--- src/core/flow_ctrl_map.svh ---
// register offsets, field positions, reset values and codes
// assumes a word-addressed register bus; included by the flow control module
`ifndef FLOW_CTRL_MAP_SVH
`define FLOW_CTRL_MAP_SVH

// ==========================================
// register word offsets
`define OFS_FEATURE 4'h0
`define OFS_RESUME1 4'h1
`define OFS_RESUME2 4'h2
`define OFS_PAUSE1 4'h3
`define OFS_PAUSE2 4'h4
`define OFS_IRQ_EN 4'h5
`define OFS_IRQ_STAT 4'h6
`define OFS_FIFO_CTL 4'h7
`define OFS_MODEM_CTL 4'h8
`define OFS_MODEM_STAT 4'h9
`define OFS_DIV_LOW 4'hA
`define OFS_DIV_HIGH 4'hB
`define OFS_DIV_FRAC 4'hC
`define OFS_FLOW_STAT 4'hD

// ==========================================
// field positions and masks
`define FEAT_ENH_BIT 4
`define FEAT_SPECIAL_BIT 5
`define FEAT_ARTS_BIT 6
`define FEAT_ACTS_BIT 7
`define IER_ENH_MASK 8'hF0
`define FCR_ENH_MASK 8'h30
`define MCR_ENH_MASK 8'hE0
`define ISR_SPECIAL_BIT 4
`define ISR_XOFF_BIT 5
`define IER_SPECIAL_BIT 5
`define MCR_RTS_BIT 1

// ==========================================
// selection codes
`define SEL_NONE 2'h0
`define SEL_PAIR2 2'h1
`define SEL_PAIR1 2'h2
`define SEL_BOTH 2'h3

// ==========================================
// reset values
`define RST_BYTE 8'h00
`define RST_DIV_LOW 8'h01
`define RST_DIV_HIGH 8'h00

`endif

--- src/core/flow_ctrl_pkg.sv ---
// types shared by the flow control block
// assumes the map header for field widths
package flow_ctrl_pkg;

    typedef enum logic [1:0] {
        FC_IDLE = 2'b01,
        FC_REMOTE_PAUSED = 2'b10
    } fc_state_type;

    typedef struct packed {
        logic [7:0] feature;
        logic [7:0] resume1;
        logic [7:0] resume2;
        logic [7:0] pause1;
        logic [7:0] pause2;
        logic [7:0] irq_en;
        logic special_flag;
        logic xoff_flag;
        logic [7:0] fifo_ctl;
        logic [7:0] modem_ctl;
        logic [7:0] modem_stat;
        logic [3:0] modem_prev;
        logic [7:0] div_low;
        logic [7:0] div_high;
        logic [7:0] div_frac;
        logic ack;
        logic [31:0] rdata;
        logic seq_on;
        logic seq_off;
        logic tx_paused;
        fc_state_type fc_state;
        logic [1:0] fc_left;
        logic fc_off;
        logic ser_valid;
        logic [7:0] ser_data;
        logic fifo_valid;
        logic [7:0] fifo_data;
        logic rts_n;
    } regs_type;

    typedef struct packed {
        logic [7:0] s1;
        logic [7:0] s2;
        logic [7:0] s3;
        logic [7:0] stable;
    } sync_type;

endpackage

--- src/core/pin_sync.sv ---
// three-stage pin synchroniser with agreement filter
// assumes asynchronous pin inputs and one clock
`timescale 1ns/10ps
`default_nettype none
module pin_sync (
    // clock and reset
    input wire logic CLOCK,
    input wire logic RST_N,
    // pins in, filtered levels out
    input wire logic [7:0] PIN,
    output logic [7:0] LEVEL
);
    flow_ctrl_pkg::sync_type st_r;
    flow_ctrl_pkg::sync_type st_nxt;

    // ==========================================
    // next state
    always_comb begin
        st_nxt = st_r;
        st_nxt.s1 = PIN;
        st_nxt.s2 = st_r.s1;
        st_nxt.s3 = st_r.s2;
        for (int i = 0; i < 8; i++) begin
            if (st_r.s2[i] == st_r.s3[i]) begin
                st_nxt.stable[i] = st_r.s3[i];
            end
        end
        // in reset, levels follow the chain so they are known at release
        if (!RST_N) begin
            st_nxt.stable = st_r.s3;
        end
    end

    always_ff @(posedge CLOCK) begin
        st_r <= st_nxt;
    end

    assign LEVEL = st_r.stable;
endmodule
`default_nettype wire

--- src/core/uart_flow_ctrl.sv ---
// enhanced feature and software flow control for one channel
// assumes receiver, transmit serialiser and FIFOs on the same clock
`timescale 1ns/10ps
`include "flow_ctrl_map.svh"
`default_nettype none
module uart_flow_ctrl (
    // clock and resets
    input wire logic CLOCK,
    input wire logic RST_N,
    input wire logic POR_N,
    // avalon-mm slave
    input wire logic [3:0] ADDRESS,
    input wire logic READ,
    input wire logic WRITE,
    input wire logic [31:0] WRITEDATA,
    input wire logic [3:0] BYTEENABLE,
    output logic [31:0] READDATA,
    output logic WAITREQUEST,
    // received characters in, to receive fifo out
    input wire logic RX_VALID,
    input wire logic [7:0] RX_DATA,
    output logic FIFO_VALID,
    output logic [7:0] FIFO_DATA,
    // receive fifo level flags
    input wire logic RX_AT_TRIGGER,
    input wire logic RX_BELOW_LOWER,
    // transmit characters in, to serialiser out
    input wire logic TX_VALID,
    input wire logic [7:0] TX_DATA,
    output logic TX_READY,
    output logic SER_VALID,
    output logic [7:0] SER_DATA,
    input wire logic SER_READY,
    // serial line
    input wire logic SER_BIT,
    output logic LOGIC_LEVEL_TX_OUT,
    output logic LINE_TX_OUTPUTS,
    // pins
    input wire logic [3:0] MODEM_IN_N,
    input wire logic BUS_MODE_68,
    output logic INT_OUT,
    output logic INT_OE
);
    flow_ctrl_pkg::regs_type r_r;
    flow_ctrl_pkg::regs_type r_nxt;
    logic [7:0] pin_level;
    logic [1:0] rsel;
    logic [1:0] tsel;
    logic enh;
    logic acc;
    logic wr;
    logic [7:0] wd;
    logic either_pair;
    logic seq_mode;
    logic on_hit;
    logic off_hit;
    logic special_hit;
    logic drop_char;
    logic [7:0] fc_char;
    logic irq;
    logic [3:0] modem_n;

    // ==========================================
    // pin synchronisers
    pin_sync u_sync (
        .CLOCK(CLOCK),
        .RST_N(RST_N),
        .PIN({3'h7, BUS_MODE_68, MODEM_IN_N}),
        .LEVEL(pin_level)
    );
    assign modem_n = pin_level[3:0];

    // ==========================================
    // decode helpers
    assign tsel = r_r.feature[3:2];
    assign rsel = r_r.feature[1:0];
    assign enh = r_r.feature[`FEAT_ENH_BIT];
    assign acc = (READ | WRITE) & r_r.ack;
    assign wr = WRITE & r_r.ack & BYTEENABLE[0];
    assign wd = WRITEDATA[7:0];

    assign either_pair = (rsel == `SEL_BOTH) &&
        ((tsel == `SEL_PAIR1) || (tsel == `SEL_PAIR2));
    assign seq_mode = (rsel == `SEL_BOTH) && !either_pair;

    always_comb begin
        on_hit = 1'b0;
        off_hit = 1'b0;
        case (rsel)
            `SEL_PAIR1: begin
                on_hit = RX_DATA == r_r.resume1;
                off_hit = RX_DATA == r_r.pause1;
            end
            `SEL_PAIR2: begin
                on_hit = RX_DATA == r_r.resume2;
                off_hit = RX_DATA == r_r.pause2;
            end
            `SEL_BOTH: begin
                if (seq_mode) begin
                    on_hit = r_r.seq_on && (RX_DATA == r_r.resume2);
                    off_hit = r_r.seq_off && (RX_DATA == r_r.pause2);
                end else begin
                    on_hit = (RX_DATA == r_r.resume1) ||
                        (RX_DATA == r_r.resume2);
                    off_hit = (RX_DATA == r_r.pause1) ||
                        (RX_DATA == r_r.pause2);
                end
            end
            default: begin
                on_hit = 1'b0;
                off_hit = 1'b0;
            end
        endcase
    end

    assign special_hit = r_r.feature[`FEAT_SPECIAL_BIT] &&
        (RX_DATA == r_r.pause2);

    // pair one: a flow match that is also the special char keeps its char
    // pair two: pause two never stored
    assign drop_char = (on_hit || off_hit) &&
        !(special_hit && (rsel == `SEL_PAIR1));

    always_comb begin
        if (r_r.fc_left == 2'd2 || tsel == `SEL_PAIR1) begin
            fc_char = r_r.fc_off ? r_r.pause1 : r_r.resume1;
        end else begin
            fc_char = r_r.fc_off ? r_r.pause2 : r_r.resume2;
        end
    end

    // no CTS pin: line always clear to send
    assign TX_READY = (!r_r.ser_valid || SER_READY) &&
        !r_r.tx_paused && (r_r.fc_left == 2'd0);

    assign irq = r_r.irq_en[`IER_SPECIAL_BIT] &&
        (r_r.special_flag || r_r.xoff_flag);

    // ==========================================
    // next state
    always_comb begin
        r_nxt = r_r;
        r_nxt.ack = (READ | WRITE) & ~r_r.ack;
        r_nxt.fifo_valid = 1'b0;
        r_nxt.modem_prev = modem_n;
        r_nxt.modem_stat[7:4] = ~modem_n;
        if (READ && acc && ADDRESS == `OFS_MODEM_STAT) begin
            r_nxt.modem_stat[3:0] = 4'h0;
        end
        r_nxt.modem_stat[3:0] = r_nxt.modem_stat[3:0] |
            (modem_n ^ r_r.modem_prev);

        // register reads, data stands at the accept edge
        if (READ && !r_r.ack) begin
            case (ADDRESS)
                `OFS_FEATURE: r_nxt.rdata = {24'h0, r_r.feature};
                `OFS_RESUME1: r_nxt.rdata = {24'h0, r_r.resume1};
                `OFS_RESUME2: r_nxt.rdata = {24'h0, r_r.resume2};
                `OFS_PAUSE1: r_nxt.rdata = {24'h0, r_r.pause1};
                `OFS_PAUSE2: r_nxt.rdata = {24'h0, r_r.pause2};
                `OFS_IRQ_EN: r_nxt.rdata = {24'h0, r_r.irq_en};
                `OFS_IRQ_STAT: r_nxt.rdata = {26'h0, r_r.xoff_flag,
                    r_r.special_flag, 3'h0, ~irq};
                `OFS_FIFO_CTL: r_nxt.rdata = {24'h0, r_r.fifo_ctl};
                `OFS_MODEM_CTL: r_nxt.rdata = {24'h0, r_r.modem_ctl};
                `OFS_MODEM_STAT: r_nxt.rdata = {24'h0, r_r.modem_stat};
                `OFS_DIV_LOW: r_nxt.rdata = {24'h0, r_r.div_low};
                `OFS_DIV_HIGH: r_nxt.rdata = {24'h0, r_r.div_high};
                `OFS_DIV_FRAC: r_nxt.rdata = {24'h0, r_r.div_frac};
                `OFS_FLOW_STAT: r_nxt.rdata = {28'h0, r_r.rts_n,
                    r_r.tx_paused, r_r.fc_state == flow_ctrl_pkg::FC_REMOTE_PAUSED,
                    r_r.fc_left != 2'd0};
                default: r_nxt.rdata = 32'h0;
            endcase
        end

        // register writes
        if (wr) begin
            case (ADDRESS)
                // auto bits stored, no pin effect
                `OFS_FEATURE: r_nxt.feature = wd;
                `OFS_RESUME1: r_nxt.resume1 = wd;
                `OFS_RESUME2: r_nxt.resume2 = wd;
                `OFS_PAUSE1: r_nxt.pause1 = wd;
                `OFS_PAUSE2: r_nxt.pause2 = wd;
                `OFS_IRQ_EN: r_nxt.irq_en = enh ? wd :
                    ((r_r.irq_en & `IER_ENH_MASK) | (wd & ~`IER_ENH_MASK));
                `OFS_FIFO_CTL: r_nxt.fifo_ctl = enh ? wd :
                    ((r_r.fifo_ctl & `FCR_ENH_MASK) |
                    (wd & ~`FCR_ENH_MASK));
                `OFS_MODEM_CTL: r_nxt.modem_ctl = enh ? wd :
                    ((r_r.modem_ctl & `MCR_ENH_MASK) |
                    (wd & ~`MCR_ENH_MASK));
                `OFS_DIV_FRAC: if (enh) r_nxt.div_frac = wd;
                `OFS_IRQ_STAT: if (enh) begin
                    if (wd[`ISR_SPECIAL_BIT]) r_nxt.special_flag = 1'b0;
                    if (wd[`ISR_XOFF_BIT]) r_nxt.xoff_flag = 1'b0;
                end
                `OFS_DIV_LOW: r_nxt.div_low = wd;
                `OFS_DIV_HIGH: r_nxt.div_high = wd;
                default: r_nxt.ack = r_nxt.ack;
            endcase
        end

        // receive stream, set wins over clear
        if (RX_VALID) begin
            r_nxt.seq_on = seq_mode && (RX_DATA == r_r.resume1);
            r_nxt.seq_off = seq_mode && (RX_DATA == r_r.pause1);
            if (special_hit) begin
                r_nxt.special_flag = 1'b1;
            end
            if (special_hit && rsel == `SEL_PAIR2) begin
                r_nxt.xoff_flag = 1'b1;
            end
            if (off_hit) begin
                r_nxt.tx_paused = 1'b1;
            end else if (on_hit) begin
                r_nxt.tx_paused = 1'b0;
            end
            if (!drop_char) begin
                r_nxt.fifo_valid = 1'b1;
                r_nxt.fifo_data = RX_DATA;
            end
        end
        if (rsel == `SEL_NONE) begin
            r_nxt.tx_paused = 1'b0;
        end

        case (r_r.fc_state)
            flow_ctrl_pkg::FC_IDLE: begin
                if (tsel != `SEL_NONE && RX_AT_TRIGGER &&
                        r_r.fc_left == 2'd0) begin
                    r_nxt.fc_state = flow_ctrl_pkg::FC_REMOTE_PAUSED;
                    r_nxt.fc_off = 1'b1;
                    r_nxt.fc_left = (tsel == `SEL_BOTH) ? 2'd2 : 2'd1;
                end
            end
            flow_ctrl_pkg::FC_REMOTE_PAUSED: begin
                if (tsel == `SEL_NONE) begin
                    r_nxt.fc_state = flow_ctrl_pkg::FC_IDLE;
                end else if (RX_BELOW_LOWER && r_r.fc_left == 2'd0) begin
                    r_nxt.fc_state = flow_ctrl_pkg::FC_IDLE;
                    r_nxt.fc_off = 1'b0;
                    r_nxt.fc_left = (tsel == `SEL_BOTH) ? 2'd2 : 2'd1;
                end
            end
            default: r_nxt.fc_state = flow_ctrl_pkg::FC_IDLE;
        endcase

        // transmit output stage, flow chars first
        if (!r_r.ser_valid || SER_READY) begin
            r_nxt.ser_valid = 1'b0;
            if (r_r.fc_left != 2'd0) begin
                r_nxt.ser_valid = 1'b1;
                r_nxt.ser_data = fc_char;
                r_nxt.fc_left = r_r.fc_left - 2'd1;
            end else if (TX_VALID && TX_READY) begin
                r_nxt.ser_valid = 1'b1;
                r_nxt.ser_data = TX_DATA;
            end
        end

        // low below lower level, else plain bit
        if (r_r.feature[`FEAT_ARTS_BIT] && r_r.modem_ctl[`MCR_RTS_BIT]) begin
            if (RX_AT_TRIGGER) begin
                r_nxt.rts_n = 1'b1;
            end else if (RX_BELOW_LOWER) begin
                r_nxt.rts_n = 1'b0;
            end
        end else begin
            r_nxt.rts_n = ~r_r.modem_ctl[`MCR_RTS_BIT];
        end

        if (!RST_N || !POR_N) begin
            r_nxt.feature = `RST_BYTE;
            r_nxt.resume1 = `RST_BYTE;
            r_nxt.resume2 = `RST_BYTE;
            r_nxt.pause1 = `RST_BYTE;
            r_nxt.pause2 = `RST_BYTE;
            r_nxt.irq_en = `RST_BYTE;
            r_nxt.fifo_ctl = `RST_BYTE;
            r_nxt.modem_ctl = `RST_BYTE;
            r_nxt.div_frac = `RST_BYTE;
            r_nxt.modem_stat = {~modem_n, 4'h0};
            r_nxt.modem_prev = modem_n;
            r_nxt.special_flag = 1'b0;
            r_nxt.xoff_flag = 1'b0;
            r_nxt.ack = 1'b0;
            r_nxt.rdata = 32'h0;
            r_nxt.seq_on = 1'b0;
            r_nxt.seq_off = 1'b0;
            r_nxt.tx_paused = 1'b0;
            r_nxt.fc_state = flow_ctrl_pkg::FC_IDLE;
            r_nxt.fc_left = 2'd0;
            r_nxt.fc_off = 1'b0;
            r_nxt.ser_valid = 1'b0;
            r_nxt.ser_data = `RST_BYTE;
            r_nxt.fifo_valid = 1'b0;
            r_nxt.fifo_data = `RST_BYTE;
            r_nxt.rts_n = 1'b1;
        end
        // divisor low and high bytes set only at power up
        if (!POR_N) begin
            r_nxt.div_low = `RST_DIV_LOW;
            r_nxt.div_high = `RST_DIV_HIGH;
        end
    end

    always_ff @(posedge CLOCK) begin
        r_r <= r_nxt;
    end

    // ==========================================
    // outputs
    assign READDATA = r_r.rdata;
    assign WAITREQUEST = (READ | WRITE) & ~r_r.ack;
    assign FIFO_VALID = r_r.fifo_valid;
    assign FIFO_DATA = r_r.fifo_data;
    assign SER_VALID = r_r.ser_valid;
    assign SER_DATA = r_r.ser_data;

    // line and interrupt levels in reset
    assign LOGIC_LEVEL_TX_OUT = RST_N ? SER_BIT : 1'b1;
    assign LINE_TX_OUTPUTS = RST_N ? ~SER_BIT : 1'b0;
    assign INT_OE = RST_N | pin_level[4];
    assign INT_OUT = !RST_N ? 1'b1 : (pin_level[4] ? ~irq : irq);
endmodule
`default_nettype wire

--- config.mk ---
export PLATFORM = sky130hd
export DESIGN_NAME = uart_flow_ctrl
export DESIGN_NICKNAME = d
export VERILOG_FILES = /design/src/core/flow_ctrl_pkg.sv /design/src/core/pin_sync.sv /design/src/core/uart_flow_ctrl.sv
export VERILOG_INCLUDE_DIRS = /design/src /design/src/core
export SDC_FILE = /design/constraint.sdc
export NUM_CORES = 1
export LEC_CHECK = 0
export ABC_AREA = 1
export BUFFER_PORTS_ARGS = -buffer_cell sky130_fd_sc_hd__buf_2
export CAP_MARGIN = 20
export CORE_AREA = 2 2 126 128
export DETAILED_ROUTE_END_ITERATION = 12
export DIE_AREA = 0 0 128 130
export PLACE_DENSITY = 0.83
export SLEW_MARGIN = 20
export SYNTH_ARGS = -nofsm -noshare
export SYNTH_HDL_FRONTEND = slang
export SYNTH_SLANG_ARGS = --single-unit
--- constraint.sdc ---
create_clock -name CLOCK -period 2 [get_ports CLOCK]
set_input_delay 0.2 -clock CLOCK [delete_from_list [all_inputs] [get_ports CLOCK]]
set_output_delay 0.2 -clock CLOCK [all_outputs]
set_load 0.005 [all_outputs]
==> flow_summary.json, run 1 <==
{
  "synthArstFlopShare_pct": 0,
  "finalCritPeriodShare_pct": 92.7,
  "yosysMostFrequentCell": "nand2_1",
  "yosysTopAreaCellShare_pct": 40.5,
  "route.vias.total": 7004,
  "synth.top_cells.by_area": "dfxtp_1, nand2_1, a21oi_1",
  "ir_drop_mv": 0.622,
  "place_congestion": 1.03,
  "endpoint_kind": "flip-flop",
  "htreeDepth": 4,
  "drv_slew": 0,
  "power_density_nw_per_um2": 815,
  "critical_path_required_ns": 2.37,
  "syn_to_final_growth_pct": 13.4,
  "slew_headroom_pct": 38.6,
  "die-height_um": 130,
  "post_drt_via_cell_ratio": 5.45,
  "syn_avg_cell_area_um2": 7.39,
  "tns_ns": 0,
  "clk_pin_slew_ns": 0.07,
  "post_drt_wl_per_cell_um": 15.2,
  "ys_seq_area_share_pct": 42.5,
  "antenna_left": 0,
  "synth_warnings": 0,
  "drt_wl_total_um": 19500,
  "cp-startpoint": "r_r[59]$_SDFF_PP0_",
  "clockBufferDepth": 2,
  "grt_pass1_wl_um": 30900,
  "r2r-start": "r_r[59]$_SDFF_PP0_",
  "synthFlopType": "dfxtp_1",
  "die_x_um": 128,
  "arrival_ns": 2.22,
  "netlist_top_cells_count": "nand2_1, dfxtp_1, a21oi_1, o21ai_0, inv_1",
  "leakage_nw": 3.60,
  "max_freq_mhz": 539,
  "ios": 128,
  "netlist_instances": 1023,
  "layout.nets": 1155,
  "synth-edff-count": 5,
  "cp_max_fo": 16,
  "power_mw": 6.98,
  "port_buffers": 76,
  "dieArea_um2": 16600,
  "setup-violations-final": 0,
  "synth_area_um2": 7560,
  "worstSkewPairLatency_ns": 0.44,
  "grt_pass1_vias": 6241,
  "rows": 46,
  "cts_tree": "done",
  "cts-root-buf": "clkbuf_16",
  "hold_viol": 0,
  "core_area_um2": 15400,
  "post-cts-setup-buffer-count": 0,
  "drtPass1Iterations": 5,
  "max_cap_violations": 0,
  "hold_class": "primary input to flip-flop",
  "min_from": "WRITE",
  "drtIter0Drc": 832,
  "grt_max_degree": 46,
  "antenna_found_initial": 2,
  "final_layout_size_suffix_gt1_share_pct": 14.9,
  "cts_buffers": 17,
  "critPathLaunchType": "flip-flop",
  "dp_hpwl_um": 13900,
  "drc": 0,
  "cts.sinks": 158,
  "crit_type": "flip-flop to flip-flop",
  "start_util_pct": 49.0,
  "rsz0062_at_grt": "no",
  "grt_usage_pct": 23.7,
  "yosys_register_bits": 158,
  "finClkSkew_ns": 0.00808,
  "synth_cell_types": 41,
  "period_needed_ns": 1.85,
  "overflow": 0,
  "synth_top_area_cell": "dfxtp_1",
  "worst_pin_slew_ns": 0.918,
  "status": "complete, no violations"
}
[timing repair]
action,4_1_cts,5_1_grt
resized for setup,0,4
endpoints found under the hold margin,6,0
hold buffers,6,0
setup endpoints to repair,0,8
[final timing paths]
| kind | to | slack (ns) | cells after the start |
|---|---|---|---|
| setup / recovery | r_r[142]$_SDFFE_PP0P_ | 0.15 | 4 |
| hold / removal | r_r[59]$_SDFF_PP0_ | 0.05 | 3 |
| setup reg to reg | r_r[142]$_SDFFE_PP0P_ | 0.15 | 4 |
| hold reg to reg | u_sync.st_nxt[12]$_DFF_P_ | 0.33 | 0 |
[worst max-delay path: stages (launching register included)]
cell     delay, ns
dfxtp_1       0.39
nand3_1       0.26
nor2_1        0.79
o21ai_0       0.19
a21oi_1       0.15
[final cells by class]
cell class,count,area [µm²]
tap,192,240
timing repair buffer,108,661
antenna,2,5.00
inverter,103,412
multi-input combinational,690,3440
clock buffer,17,425
fill,1383,6860
sequential,158,3220
clock inverter,15,170
[flip-flops by register name, indices dropped and copies added (netlist names)]
name,cells
r_r,111
u_sync.st_nxt,10
FIFO_DATA,8
READDATA,8
SER_DATA,8
u_sync.LEVEL,5
u_sync.st_r,5
FIFO_VALID,1
SER_VALID,1
enh,1
[report_power, final]
part | switching (mW) | total, mW | internal, mW | leakage, nW
Combinational | 0.292 | 0.453 | 0.161 | 2.02
Clock | 1.48 | 3.26 | 1.78 | 0.293
Sequential | 0.0365 | 3.27 | 3.23 | 1.30
[cells in the final DEF, fill, tap and decap left out, drive strengths merged, types with 11 or more instances in the layout]
| cell type | count |
|---|---|
| nor2 | 72 |
| nand2 | 207 |
| o211ai | 20 |
| nand3 | 33 |
| dfxtp | 153 |
| clkbuf | 17 |
| conb | 24 |
| xnor2 | 21 |
| nor3 | 11 |
| o21ai | 128 |
| a21oi | 130 |
| nand4 | 11 |
| inv | 106 |
| buf | 102 |
[routing by layer]
layer | up-vias | routed length (µm) | part of all wire, % | global-route usage (%)
li1 | 3436 | - | - | -
met1 | 3161 | 7980 | 41 | 29.4
met2 | 348 | 8790 | 45 | 38.2
met3 | 59 | 1890 | 9.7 | 5.99
met4 | 0 | 805 | 4.1 | 12.9
met5 | - | 0 | 0 | 0
[stage by stage]
stage          hold WS [ns]  cells  worst slack, ns  cell area [µm²]  utilization, %
4_1_cts              0.0422   1283            0.133             8550            55.4
3_3_place_gp          0.302   1245            0.200             7890            51.2
6_report             0.0523   1285            0.146             8570            55.5
3_5_place_dp          0.304   1245            0.130             7890            51.2
5_1_grt              0.0522   1284           0.0206             8560            55.5
2_1_floorplan         0.228   1046            0.314             7640               -
[cells by family after synthesis]
logic type,count (synthesis),synth area share (%)
and+or+nand+nor,334,18.8
AOI/OAI and AO/OA,305,22.0
buffers and inverters,198,13.3
DFF,158,42.5
xor gates and xnor gates,22,2.55
adders and majority gates,5,0.828
other,1,0.0496
Note: power is estimated with default switching activity, not from simulation.
==> run 2: changes to the inputs <==
--- a/config.mk
+++ b/config.mk
@@ -8,9 +8,9 @@
 export LEC_CHECK = 0
-export ABC_AREA = 1
+export ABC_AREA = 0
 export BUFFER_PORTS_ARGS = -buffer_cell sky130_fd_sc_hd__buf_2
 export CAP_MARGIN = 20
-export CORE_AREA = 2 2 126 128
+export CORE_AREA = 2 2 132 134
 export DETAILED_ROUTE_END_ITERATION = 12
-export DIE_AREA = 0 0 128 130
-export PLACE_DENSITY = 0.83
+export DIE_AREA = 0 0 134 136
+export PLACE_DENSITY = 0.81
 export SLEW_MARGIN = 20
--- a/constraint.sdc
+++ b/constraint.sdc
@@ -3,2 +3,2 @@
 set_output_delay 0.2 -clock CLOCK [all_outputs]
-set_load 0.005 [all_outputs]
+set_load 0.02 [all_outputs]
==> flow_summary.json, run 2 <==
{
  "synth.top_cells.by_area": "dfxtp_1, mux2i_1, a21oi_1",
  "drc": 0,
  "tns_ns": 0,
  "power_density_nw_per_um2": 755,
  "max_cap_violations": 0,
  "cts-root-buf": "clkbuf_16",
  "grt_usage_pct": 25.9,
  "overflow": 0,
  "power_mw": 7.21,
  "worstSkewPairLatency_ns": 0.44,
  "grt_max_degree": 35,
  "netlist_top_cells_count": "dfxtp_1, nand2_1, a21oi_1, nand3_1, nor2_1",
  "syn_avg_cell_area_um2": 8.77,
  "p_int_mw": 5.44,
  "synth_area_um2": 8200,
  "clockBufferDepth": 2,
  "die-height_um": 136,
  "period_needed_ns": 1.96,
  "yosys_register_bits": 158,
  "regMostFlops": "r_r",
  "synthArstFlopShare_pct": 0,
  "antenna_found_initial": 0,
  "p_sw_mw": 1.78,
  "final_layout_size_suffix_gt1_share_pct": 23.6,
  "antenna_cells": 0,
  "start_util_pct": 48.6,
  "dieArea_um2": 18200,
  "worst_pin_slew_ns": 0.529,
  "grt_pass1_wl_um": 36500,
  "power_frac_seq_pct": 45.3,
  "rows": 48,
  "yosysMostFrequentCell": "dfxtp_1",
  "dp_hpwl_um": 16900,
  "largest_reg_flops": 111,
  "worstPathCellList": "inv_1 -> ha_4 -> nand2b_4 -> buf_4 -> o21a_1 -> nand4_2 -> o41a_4 -> buf_12 -> a211o_2 -> nand3_1",
  "pwr-share-clk_pct": 45.5,
  "leakage_nw": 3.58,
  "postLayoutCellArea_um2": 9560,
  "comb_power_share_pct": 9.2,
  "cts_tree": "done",
  "ir_drop_mv": 0.741,
  "ios": 128,
  "slew_headroom_pct": 64.4,
  "max_freq_mhz": 509,
  "synth_cell_types": 72,
  "drtIter0Drc": 707,
  "syn_to_final_growth_pct": 16.6,
  "layout.nets": 1087,
  "die_x_um": 134,
  "netlist_instances": 935,
  "place_area_um2": 8850,
  "synth-edff-count": 5,
  "antenna_left": 0,
  "setup-violations-final": 0,
  "port_buffers": 76,
  "synth_top_area_cell": "dfxtp_1",
  "synth_warnings": 0,
  "drv_slew": 0,
  "post_drt_wl_per_cell_um": 18.8,
  "synthFlopType": "dfxtp_1",
  "critical_path_required_ns": 2.37,
  "finalCritPeriodShare_pct": 98.2,
  "whs_ns": 0.0918,
  "post_drt_via_cell_ratio": 5.87,
  "route.vias.total": 7328,
  "clk_pin_slew_ns": 0.06,
  "ys_seq_area_share_pct": 39.2,
  "cts_buffers": 17,
  "cp_max_fo": 17,
  "netSwitchingFraction_pct": 24.6,
  "status": "complete, no violations",
  "final_common_cell": "dfxtp_1",
  "grt_pass1_vias": 6815,
  "htreeDepth": 4,
  "core_area_um2": 16900,
  "drt_wl_total_um": 23400,
  "crit_type": "flip-flop to flip-flop",
  "post-route-util_pct": 56.6,
  "reg2reg_setup_slack_ns": 0.04,
  "place_congestion": 0.957,
  "drtPass1Iterations": 5,
  "hold_viol": 0,
  "critPathSlowestCell": "a211o_2",
  "cts.sinks": 158,
  "critPathLaunchType": "flip-flop",
  "finClkSkew_ns": 0.0119,
  "max_stage_delay_ns": 0.33,
  "endpoint_kind": "flip-flop",
  "layout_common_cells": "dfxtp_1, nand2_1, a21oi_1",
  "arrival_ns": 2.33,
  "yosysTopAreaCellShare_pct": 37.4,
  "hold_class": "primary input to flip-flop"
}
-- run 2: cell types whose count changed after synthesis, moves of 17 or more --
cell | previous run | this run
mux2i_1 | 0 | 47
nand3_1 | 33 | 69
inv_1 | 95 | 18
o211ai_1 | 20 | 3
o21ai_0 | 125 | 26
a21oi_1 | 129 | 87
nor2b_1 | 0 | 28
nand2_1 | 202 | 96
-- run 2: final cells by class --
type,count,area (µm²)
clock inverter,9,108
inverter,18,67.6
tap,225,282
clock buffer,23,488
sequential,158,3220
multi-input combinational,661,4340
timing repair buffer,154,1050
fill,1428,7320
-- run 2: stage by stage --
step | cells | setup WS [ns]
finish | 1248 | 0.0365
global route | 1248 | -0.0366
CTS | 1247 | -0.00733
detailed placement | 1210 | -0.0486
global placement | 1210 | 0.00903
floorplan | 958 | 0.00330
-- run 2: path summary, 6_finish.rpt --
kind	start	to	cells past startpoint
max	r_r[157]$_SDFFE_PP0P_	FIFO_DATA[3]$_SDFFE_PP0P_	10
min	POR_N	r_r[76]$_SDFFE_PN1P_	2
max reg2reg	r_r[157]$_SDFFE_PP0P_	FIFO_DATA[3]$_SDFFE_PP0P_	10
min reg2reg	u_sync.st_nxt[20]$_DFF_P_	u_sync.st_nxt[12]$_DFF_P_	0
-- run 2: cells by family after synthesis --
group | after synthesis | synth area share [%]
flops | 158 | 39.2
simple gates | 331 | 20.7
mux | 66 | 10.1
other cells | 1 | 0.0457
fa+ha+maj | 5 | 0.763
buf+inv | 139 | 9.58
compound gates | 193 | 14.9
xor+xnor | 42 | 4.67
-- run 2: routing by layer --
metal,part of all wire (%),GRT usage (%),vias to the layer above
met5,0,0,-
met3,8.7,5.89,79
li1,-,-,3368
met1,40,32.3,3481
met2,46,42.0,400
met4,4.5,13.7,0
-- run 2: worst max-delay path: cells and delay by family (launching register included) --
| kind | cells | cell delay (ns) |
|---|---|---|
| buffers and inverters | 3 | 0.34 |
| AO/OA/AOI/OAI | 3 | 0.63 |
| adder cells (fa/ha/maj) | 1 | 0.29 |
| AND/OR/NAND/NOR | 3 | 0.33 |
| flip-flops | 1 | 0.32 |
-- run 2: power by group through the flow --
stage                     sequential, mW  clock, mW  combinational (mW)
after floorplan                     3.33          0               0.463
after global placement              3.34          0               0.628
after detailed placement            3.34          0               0.636
after CTS                           3.27       3.30               0.646
after global routing                3.28       3.43               0.708
final                               3.27       3.28               0.661
-- run 2: timing repair --
| action | in CTS | in global routing |
|---|---|---|
| pin swaps | 1 | 0 |
| cloned | 0 | 0 |
| buffers inserted | 0 | 1 |
| hold buffers | 5 | 0 |
| resized for setup | 1 | 11 |
| hold endpoints to repair | 5 | 0 |
| setup endpoints to repair | 10 | 26 |
==> run 3: changes to the inputs <==
SETUP_SLACK_MARGIN = 0.15   (was not set)
==> flow_summary.json, run 3 (synthesis gave the netlist of run 2 again) <==
{
  "status": "complete, no violations",
  "grt_pass1_wl_um": 36900,
  "max_freq_mhz": 512,
  "antenna_cells": 0,
  "postLayoutCellArea_um2": 9800,
  "multi_input_area_um2": 4470,
  "port_buffers": 76,
  "power_mw": 7.15,
  "comb_power_share_pct": 9.3,
  "final_layout_size_suffix_gt1_share_pct": 25.9,
  "met3_usage_pct": 5.11,
  "antenna_left": 0,
  "drt_wl_total_um": 24600,
  "met2_usage_pct": 40.6,
  "clk_pin_slew_ns": 0.07,
  "setup-violations-final": 0,
  "leakage_nw": 3.68,
  "netSwitchingFraction_pct": 26.4,
  "cts.sinks": 158,
  "drv_slew": 0,
  "layout_common_cells": "dfxtp_1, nand2_1, a21oi_1",
  "rsz0062_at_grt": "yes",
  "htreeDepth": 4,
  "finalCritPeriodShare_pct": 97.7,
  "period_needed_ns": 1.95,
  "arrival_ns": 2.28,
  "p_sw_mw": 1.89,
  "place_congestion": 1.03,
  "tns_ns": 0,
  "cts_tree": "done",
  "post_drt_wl_per_cell_um": 19.6,
  "antenna_found_initial": 0,
  "rows": 48,
  "ir_drop_mv": 0.709,
  "crit_type": "flip-flop to flip-flop",
  "cp_max_fo": 4,
  "p_int_mw": 5.27,
  "layout.nets": 1092,
  "die-height_um": 136,
  "cts-root-buf": "clkbuf_16",
  "final_common_cell": "dfxtp_1",
  "endpoint_kind": "flip-flop",
  "grt_usage_pct": 26.5,
  "dp_hpwl_um": 17000,
  "overflow": 0,
  "cts_buffers": 17,
  "place_area_um2": 8850,
  "die_x_um": 134,
  "syn_to_final_growth_pct": 19.5,
  "dieArea_um2": 18200,
  "drc": 0,
  "critPathLaunchType": "flip-flop",
  "hold_viol": 0,
  "drtPass1Iterations": 6,
  "regMostFlops": "r_r",
  "drtIter0Drc": 699,
  "pwr-share-clk_pct": 45.1,
  "regArea_um2": 3220,
  "post_drt_via_cell_ratio": 5.86,
  "worstSkewPairLatency_ns": 0.44,
  "finClkSkew_ns": 0.0143,
  "critical_path_required_ns": 2.32,
  "post-route-util_pct": 58.1,
  "clockBufferDepth": 2,
  "grtUsageMet1_pct": 34.8,
  "core_area_um2": 16900,
  "top_usage_layer": "met2",
  "start_util_pct": 48.6,
  "largest_reg_flops": 111,
  "grt_pass1_vias": 6701,
  "place_inst": 1203,
  "power_frac_seq_pct": 45.7,
  "route.vias.total": 7347,
  "ios": 128,
  "fin_cells": 1253,
  "hold_class": "primary input to flip-flop",
  "max_cap_violations": 0,
  "grt_max_degree": 42,
  "fillers": 1459,
  "power_density_nw_per_um2": 730
}
run 3: worst paths after layout:
| path | from | to | slack, ns | depth (start not counted) |
|---|---|---|---|---|
| worst min register to register | u_sync.st_nxt[18]$_DFF_P_ | u_sync.st_nxt[10]$_DFF_P_ | 0.33 | 0 |
| worst max-delay path | r_r[124]$_SDFFE_PP0P_ | FIFO_DATA[3]$_SDFFE_PP0P_ | 0.05 | 8 |
| worst max register to register | r_r[124]$_SDFFE_PP0P_ | FIFO_DATA[3]$_SDFFE_PP0P_ | 0.05 | 8 |
| worst min-delay path | WRITE | r_r[59]$_SDFF_PP0_ | 0.11 | 3 |
run 3: repair_timing:
item,CTS,global route
cloned,1,2
endpoints found under the setup margin,11,39
hold buffers,5,0
pin swaps,1,6
gates resized for setup,13,25
endpoints found under the hold margin,5,0
buffers inserted,7,3
run 3: final cells by class:
cell class                      instances  area share (%)
Clock buffer                           19            4.62
Clock inverter                         13            1.30
Inverter                               18           0.689
Multi-Input combinational cell        661            45.6
Sequential cell                       158            32.9
Tap cell                              225            2.87
Timing Repair Buffer                  159            12.1
run 3: metrics by stage:
stage | setup slack [ns] | hold WS, ns
detailed placement | 0.0580 | 0.304
floorplan | 0.162 | 0.228
finish | 0.0454 | 0.107
CTS | 0.0755 | 0.0988
global placement | 0.0951 | 0.303
global route | -0.00164 | 0.119
run 3: metal layers:
metal | up-vias | share of wire [%]
met5 | - | 0
met4 | 0 | 5.1
met3 | 86 | 8.6
met2 | 402 | 45
met1 | 3478 | 41
li1 | 3381 | -
run 3: critical path, cell delays in order (launching register included):
cell	delay, ns
dfxtp_4	0.36
xor2_2	0.18
nor4_4	0.37
nand4_1	0.20
nor3_4	0.26
buf_4	0.18
clkbuf_16	0.14
a211o_2	0.10
nand3_2	0.05
run 3: power groups by stage:
stage | registers, mW | clock network, mW | logic [mW]
after CTS | 3.27 | 3.24 | 0.636
final | 3.27 | 3.22 | 0.662
after floorplan | 3.33 | 0 | 0.463
after global routing | 3.27 | 3.37 | 0.706
after global placement | 3.34 | 0 | 0.617
after detailed placement | 3.34 | 0 | 0.623
